File: config.mk
export PLATFORM = sky130hd
export DESIGN_NAME = sbm_master
export DESIGN_NICKNAME = d
export VERILOG_FILES = /design/src/sbm_pkg.sv /design/src/sbm_timeout.sv /design/src/sbm_master.sv
export SDC_FILE = /design/constraint.sdc
export NUM_CORES = 1
export LEC_CHECK = 0
export BUFFER_PORTS_ARGS = -buffer_cell sky130_fd_sc_hd__buf_2
export CORE_MARGIN = 2
export CORE_UTILIZATION = 41
export DETAILED_ROUTE_END_ITERATION = 8
export HOLD_SLACK_MARGIN = 0.08
export PLACE_DENSITY_LB_ADDON = 0.12
export SETUP_SLACK_MARGIN = 0.3
export SLEW_MARGIN = 20
export SYNTH_ARGS = -nofsm -noshare
export SYNTH_HDL_FRONTEND = slang
export SYNTH_SLANG_ARGS = --single-unit
File: constraint.sdc
create_clock -name mclk_i -period 1.8 [get_ports mclk_i]
set_clock_uncertainty 0.2 [all_clocks]
set_input_delay 0.27 -clock mclk_i [delete_from_list [all_inputs] [get_ports mclk_i]]
set_output_delay 0.27 -clock mclk_i [all_outputs]
set_load 0.05 [all_outputs]
File: src/sbm_pkg.sv
// Package with constants and carrier types for the system bus master interface.
package sbm_pkg;
   // -----------------------------------------------------------------
   // Timing
   // -----------------------------------------------------------------
   localparam int CLK_NS        = 100;
   localparam int TIMEOUT_US    = 15;
   localparam int TIMEOUT_CYC   = (TIMEOUT_US * 1000) / CLK_NS;
   localparam int TO_W          = 8;
   localparam int BCLK_DIV      = 1;
   localparam int CCLK_DIV      = 1;
   localparam int INIT_HOLD_CYC = 16;
   // -----------------------------------------------------------------
   // Widths and cycle kinds
   // -----------------------------------------------------------------
   localparam int ADDR_W = 20;
   localparam int DATA_W = 16;
   localparam int AREQ_W = 24;

   typedef enum logic [1:0] {
      SP_LOCAL = 2'b00,
      SP_MEM   = 2'b01,
      SP_IO    = 2'b10,
      SP_NONE  = 2'b11
   } space_e;

   typedef struct packed {
      logic [AREQ_W-1:0] addr;
      space_e            space;
      logic              write;
      logic [DATA_W-1:0] wdata;
   } cpu_req_s;

   typedef struct packed {
      logic [ADDR_W-1:0] adr;
      logic [DATA_W-1:0] dat;
      logic              mrd;
      logic              mwr;
      logic              iord;
      logic              iowr;
   } sbus_cmd_s;
endpackage

File: src/sbm_timeout.sv
// Cycle timeout counter that fires once when a system bus cycle hangs.
`timescale 1ns/100ps
module sbm_timeout #(
   parameter int LIMIT = sbm_pkg::TIMEOUT_CYC
) (
   input  wire logic mclk_i,
   input  wire logic rst_i,
   input  wire logic run_i,
   output logic      expired_o
);
   localparam int W = sbm_pkg::TO_W;
   logic [W-1:0] count;

   // Counting restarts whenever the watched cycle is not in progress.
   always_ff @(posedge mclk_i) begin
      if (rst_i || !run_i) begin
         count     <= '0;
         expired_o <= 1'b0;
      end else if (count == W'(LIMIT - 1)) begin
         expired_o <= 1'b1;
      end else begin
         count     <= count + 1'b1;
         expired_o <= 1'b0;
      end
   end
endmodule

File: src/sbm_master.sv
// System bus master interface: arbitration, cycle control, timeout and bus services.
// Functional notes
// - A system bus cycle with no acknowledge within 15 us is aborted so the processor continues and the bus frees.
// - An off-board cycle requests the bus automatically and yields to any higher priority master.
// - Arbitration works in a serial chain of up to three masters or with a parallel resolver of up to sixteen.
// - Twenty address lines reach one megabyte of memory and a separate megabyte of I/O space.
// - Optionally the block drives the bus clock, constant clock and initialize for the whole bus.
// - The processor can assert initialize by program in addition to the power-fail source.
// - Local memory accesses finish internally without requesting or holding the system bus.
// - The block never answers system bus cycles; on-board memory is private.
`timescale 1ns/100ps
module sbm_master (
   input  wire logic              mclk_i,
   input  wire logic              rst_i,
   input  wire logic              cpu_req_i,
   input  wire sbm_pkg::cpu_req_s cpu_cmd_i,
   output logic                   cpu_ack_o,
   output logic                   cpu_err_o,
   output logic [15:0]            cpu_rdata_o,
   output logic                   local_sel_o,
   input  wire logic              local_ack_i,
   input  wire logic [15:0]       local_rdata_i,
   input  wire logic              clk_master_i,
   input  wire logic              init_prog_i,
   input  wire logic              power_fail_i,
   input  wire logic              bprn_n_i,
   output logic                   bpro_n_o,
   output logic                   breq_n_o,
   input  wire logic              busy_n_i,
   output logic                   busy_n_o,
   output logic                   busy_n_oe_o,
   output sbm_pkg::sbus_cmd_s     bus_o,
   output logic                   bus_oe_o,
   input  wire logic [15:0]       bus_dat_i,
   input  wire logic              xack_n_i,
   output logic                   bclk_n_o,
   output logic                   cclk_n_o,
   output logic                   init_n_o,
   output logic                   init_n_oe_o
);
   // -----------------------------------------------------------------
   // Cycle state machine
   // -----------------------------------------------------------------
   typedef enum logic [2:0] {
      ST_IDLE  = 3'b000,
      ST_REQ   = 3'b001,
      ST_CMD   = 3'b011,
      ST_DONE  = 3'b010,
      ST_LOCAL = 3'b110
   } state_e;

   state_e state;
   logic   timed_out;
   logic   bus_owned;
   logic   bclk_en;
   logic [7:0] init_cnt;

   // -----------------------------------------------------------------
   // Decoding helpers
   // -----------------------------------------------------------------
   // True for cycles that must leave the board over the system bus.
   function automatic logic is_offboard(input sbm_pkg::space_e sp);
      return (sp == sbm_pkg::SP_MEM) || (sp == sbm_pkg::SP_IO);
   endfunction

   // True while a remote cycle holds its bus request, from arbitration to the end of the command.
   function automatic logic is_remote(input state_e st);
      return (st == ST_REQ) || (st == ST_CMD);
   endfunction

   // Command strobes in the order mrd, mwr, iord, iowr; all stay low unless the bus is owned,
   // so a slave can never see a strobe from a board that has lost or given up the bus.
   function automatic logic [3:0] strobes(input logic owned, input sbm_pkg::space_e sp, input logic wr);
      logic [3:0] s;
      s = 4'h0;
      if (owned && sp == sbm_pkg::SP_MEM) begin
         s = wr ? 4'b0100 : 4'b1000;
      end else if (owned && sp == sbm_pkg::SP_IO) begin
         s = wr ? 4'b0001 : 4'b0010;
      end
      return s;
   endfunction

   // -----------------------------------------------------------------
   // Timeout
   // -----------------------------------------------------------------
   // The counter also runs during arbitration, so a bus hogged by another master aborts too.
   sbm_timeout #(
      .LIMIT(sbm_pkg::TIMEOUT_CYC)
   ) u_timeout (
      .mclk_i   (mclk_i),
      .rst_i    (rst_i),
      .run_i    (is_remote(state)),
      .expired_o(timed_out)
   );

   // Main sequencer: local cycles never touch the bus; remote ones arbitrate first.
   always_ff @(posedge mclk_i) begin
      if (rst_i) begin
         state <= ST_IDLE;
      end else begin
         case (state)
            ST_IDLE: begin
               if (cpu_req_i && cpu_cmd_i.space == sbm_pkg::SP_LOCAL) begin
                  state <= ST_LOCAL;
               end else if (cpu_req_i && is_offboard(cpu_cmd_i.space)) begin
                  state <= ST_REQ;
               end else if (cpu_req_i) begin
                  state <= ST_DONE;
               end
            end
            ST_LOCAL: begin
               if (local_ack_i) begin
                  state <= ST_DONE;
               end
            end
            ST_REQ: begin
               // Grant only on a bus clock phase with priority in and the bus free.
               if (timed_out) begin
                  state <= ST_DONE;
               end else if (bclk_en && !bprn_n_i && busy_n_i) begin
                  state <= ST_CMD;
               end
            end
            ST_CMD: begin
               if (timed_out || !xack_n_i) begin
                  state <= ST_DONE;
               end
            end
            ST_DONE: begin
               if (!cpu_req_i) begin
                  state <= ST_IDLE;
               end
            end
            default: state <= ST_IDLE;
         endcase
      end
   end

   // -----------------------------------------------------------------
   // Processor answer
   // -----------------------------------------------------------------
   // Data and ack, or an error on timeout or non-existent space; both are one-cycle pulses
   // so the processor may drop its request at once without a second answer following.
   always_ff @(posedge mclk_i) begin
      if (rst_i) begin
         cpu_ack_o   <= 1'b0;
         cpu_err_o   <= 1'b0;
         cpu_rdata_o <= 16'h0000;
      end else begin
         cpu_ack_o <= 1'b0;
         cpu_err_o <= 1'b0;
         if (state == ST_LOCAL && local_ack_i) begin
            cpu_ack_o   <= 1'b1;
            cpu_rdata_o <= local_rdata_i;
         end else if (state == ST_CMD && !xack_n_i && !timed_out) begin
            cpu_ack_o   <= 1'b1;
            cpu_rdata_o <= bus_dat_i;
         end else if ((state == ST_CMD || state == ST_REQ) && timed_out) begin
            cpu_err_o <= 1'b1;
         end else if (state == ST_IDLE && cpu_req_i && cpu_cmd_i.space == sbm_pkg::SP_NONE) begin
            cpu_err_o <= 1'b1;
         end
      end
   end

   // -----------------------------------------------------------------
   // Bus drive
   // -----------------------------------------------------------------
   // Request and commands exist only while a remote cycle is live, so a timeout drops both.
   assign bus_owned   = (state == ST_CMD) && !timed_out;
   assign breq_n_o    = !is_remote(state);
   // Priority is held back while arbitrating so no lower master claims the free bus at the same time.
   assign bpro_n_o    = bprn_n_i || (state == ST_REQ);
   assign busy_n_o    = 1'b0;
   assign busy_n_oe_o = bus_owned;
   // No slave decoder exists, so the bus is only ever driven as master and on-board memory stays private.
   assign bus_oe_o    = bus_owned;
   assign local_sel_o = (state == ST_LOCAL);

   // Command lines are active high in the struct; pad drivers invert them.
   always_ff @(posedge mclk_i) begin
      if (rst_i) begin
         bus_o <= '0;
      end else begin
         bus_o.adr  <= cpu_cmd_i.addr[sbm_pkg::ADDR_W-1:0];
         bus_o.dat  <= cpu_cmd_i.wdata;
         // Address and write data follow the processor every cycle; only the strobes qualify them.
         {bus_o.mrd, bus_o.mwr, bus_o.iord, bus_o.iowr} <= strobes(bus_owned, cpu_cmd_i.space, cpu_cmd_i.write);
      end
   end

   // -----------------------------------------------------------------
   // Bus services
   // -----------------------------------------------------------------
   // Clocks toggle at half the master rate; held high (inactive) when the option is off.
   always_ff @(posedge mclk_i) begin
      if (rst_i) begin
         bclk_n_o <= 1'b1;
         cclk_n_o <= 1'b1;
      end else begin
         bclk_n_o <= clk_master_i ? !bclk_n_o : 1'b1;
         cclk_n_o <= clk_master_i ? !cclk_n_o : 1'b1;
      end
   end
   // Without the clock option the board cannot see the bus clock phase, so every cycle qualifies.
   assign bclk_en = !bclk_n_o || !clk_master_i;

   // Init is stretched so even a one-cycle program write produces a usable pulse.
   always_ff @(posedge mclk_i) begin
      if (rst_i) begin
         init_cnt <= 8'(sbm_pkg::INIT_HOLD_CYC);
      end else if (init_prog_i || power_fail_i) begin
         init_cnt <= 8'(sbm_pkg::INIT_HOLD_CYC);
      end else if (init_cnt != 8'h00) begin
         init_cnt <= init_cnt - 8'h01;
      end
   end
   assign init_n_o    = 1'b0;
   assign init_n_oe_o = clk_master_i && (init_cnt != 8'h00);
endmodule

==> impl_metrics.toml <==
[sta]
drv_slew = 0
worstMarginPinSlew_ns = 0.496
rsz0062_at_grt = "true"
setup_viol = 5
hold_viol = 0
holdWs_ns = 0.0917
finalCriticalPeriod_ns = 2.30
maxSlewHeadroom_pct = 66.7
worst_slack_ns = -0.502
timing.final.crit_share_pct = 128
max_freq_mhz = 434

[global_route]
grt_overflow_total = 0
grt_pass1_wl_mm = 14.1
grtUsageTotal_pct = 21.2
antenna_found_initial = 0
grt_max_degree = 38
grt_pass1_vias = 3020

[synthesis]
synthArstFlopShare_pct = 0
synth_cells = 302
synth_adder_area_share_pct = 3.29
synthesis.area_um2 = 3050
ys_ff_latch = 80
synthFlopType = "dfxtp_1"
synth_top_family_by_area = "simple AND/OR/NAND/NOR gates"
yosys_warnings = 0
synth-edff-count = 0
synth-xor-area-share_pct = 3.16
ys_types = 46
synth.area.mux_share_pct = 5.59
syn_avg_cell_area_um2 = 10.1
yosys.area_share.simple_pct = 22.6
synth-compound-area-share_pct = 8.30
synth-seq-area-share_pct = 52.6

[routing]
via_per_inst = 4.75
dr_total_vias = 2995
ant_nets = 0
wl_per_cell_um = 14.2
drt_iter0_markers = 56
drt-pass1-iter-count = 4
drt-total-wl_mm = 8.96
drcViolationCount = 0

[setup_path]
slowest_delay_ns = 0.53
cp_max_fo = 2
crit_arrival_ns = 1.83
crit_path_top_delay_cell = "or4_4"
path_class = "flop to output pin"
worst_ep_required_time_ns = 1.33
startpoint_type = "flop"
path_buf_inv = 1
end_kind = "output pin"
cp_top_family = "simple AND/OR/NAND/NOR gates"
worstPathCellList = "or4_4, nor4b_4, and2b_4, buf_6"

[outcome]
violations = "setup timing"
status = "finished, violations left"

[clocking]
clock_latency_ns = 0.34
cts.sinks = 80
cts_buffer_depth = 2
cts_root_buffer = "clkbuf_8"
cts_tree = "done"
htree_num_levels = 3
cts_buffers = 9
path_clk_slew_ns = 0.09

[floorplanning]
core_area_um2 = 7210
ioPinCount = 153
rows = 31
die_x_um = 90.2
start_util_pct = 42.2
dieArea_um2 = 8130
die_y_um = 90.2

[pwr]
powerDensity_nw_per_um2 = 738
seq_power_share_pct = 46.5
intPower_uw = 2840
ir_drop_uv = 576
p_leak_uw = 0.00247
p_sw_share_pct = 29.2
p_sw_uw = 1170
clock_power_share_pct = 33.1
combPwrFrac_pct = 20.4

[final_layout]
finalNonFillerCells = 631
nFillCells = 542
fin_area_um2 = 5420
final_cell_mix = "140 x buf_2, 73 x dfxtp_1, 41 x dlygate4sd3_1"
syn2layout_area_growth_pct = 78.1
fin_nets = 620
n_antenna_cell = 0
drive_gt1_share_pct = 52.1
layout_commonest_cell = "buf_2"

[place]
port_buffers = 146
hpwl_mm = 5.04
place_congestion = 0.762
place_inst = 545
placed_area_um2 = 4090

[run]
maxCapViolations = 0

[worst_hold_path]
hold_path_class = "primary input to flop"
routing by layer:
metal	GRT usage [%]	wire (um)	vias to the layer above
met1	25.4	3700	1397
li1	-	-	1482
met2	37.5	4600	103
met3	5.11	525	13
met4	6.92	138	0
met5	0	0	-
worst reg2reg max path, cell delays in order (launching register included):
cell     delay [ns]
dfxtp_2        0.33
or4_4          0.53
buf_4          0.16
buf_6          0.11
or4_4          0.43
a31o_2         0.26
state kept, by name, summed over array words and instances (netlist names), 3 cells and up:
register and count:
bus_o 40, cpu_rdata_o 16, init_cnt 8, state 3, u_timeout.count 8
stage by stage:
| step | setup slack (ns) | TNS, ns | utilization [%] | total power [uW] |
|---|---|---|---|---|
| after global routing | -0.572 | -1.37 | 75.2 | 4180 |
| after global placement | -0.159 | -0.199 | 56.6 | 2510 |
| after CTS | -0.482 | -0.718 | 72.2 | 3990 |
| after detailed placement | -0.161 | -0.228 | 56.6 | 2510 |
| final | -0.502 | -0.961 | 75.2 | 4000 |
| after floorplan | -0.184 | -0.216 | - | 2330 |
worst paths after layout:
path	from	endpoint	slack, ns	cells past startpoint
worst max-delay path	init_cnt[3]$_SDFFE_PP0N_	init_n_oe_o	-0.50	4
worst max register to register	init_cnt[3]$_SDFFE_PP0N_	init_cnt[7]$_SDFFE_PP0N_	-0.33	5
worst min-delay path	clk_master_i	bclk_n_o$_SDFF_PP1_	0.09	3
worst min register to register	u_timeout.count[3]$_SDFFE_PP0N_	u_timeout.count[3]$_SDFFE_PP0N_	0.32	2
final cells by class:
class                      instances  area (um^2)  share of cell area (%)
clock inverter                     7         76.3                    1.41
timing repair buffer             232         1730                    31.8
clock buffer                       9          124                    2.28
sequential                        80         1620                    29.9
tap                               99          124                    2.28
multi-input combinational        195         1720                    31.6
inverter                           9         36.3                   0.669
power by group through the flow:
stage | sequential (uW) | clock, uW | combinational, uW
6_report | 1860 | 1320 | 816
5_1_grt | 1870 | 1440 | 866
3_5_place_dp | 1900 | 0 | 609
3_3_place_gp | 1900 | 0 | 606
4_1_cts | 1860 | 1370 | 756
2_1_floorplan | 2090 | 0 | 231
what timing repair did:
| item | in CTS | in global routing |
|---|---|---|
| buffers inserted | 18 | 6 |
| setup endpoints to repair | 41 | 40 |
| gates resized for setup | 64 | 36 |
| pin swaps | 16 | 13 |
| endpoints found under the hold margin | 44 | 0 |
| hold buffers | 41 | 0 |
| cloned | 4 | 1 |
cell usage after synthesis (5+ instances only):
cell type | number | area share (%)
clkbuf_1 | 13 | 1.6
nor3_1 | 10 | 1.6
mux2i_1 | 17 | 5.6
ha_1 | 8 | 3.3
dfxtp_1 | 80 | 53
a221oi_1 | 16 | 4.6
nor2b_1 | 38 | 7.8
nand3_1 | 7 | 1.2
xnor2_1 | 6 | 1.7
inv_1 | 9 | 1.1
nand2_1 | 8 | 0.99
nor2_1 | 34 | 4.2
xor2_1 | 5 | 1.4
logic make-up after synthesis:
family | Yosys count
multiplexers | 17
XOR/XNOR | 11
AND/OR/NAND/NOR | 123
flip-flops | 80
AO/OA/AOI/OAI | 32
buffers and inverters | 30
adder cells (fa/ha/maj) | 8
other | 1
Power figures use the tool's default switching activity.
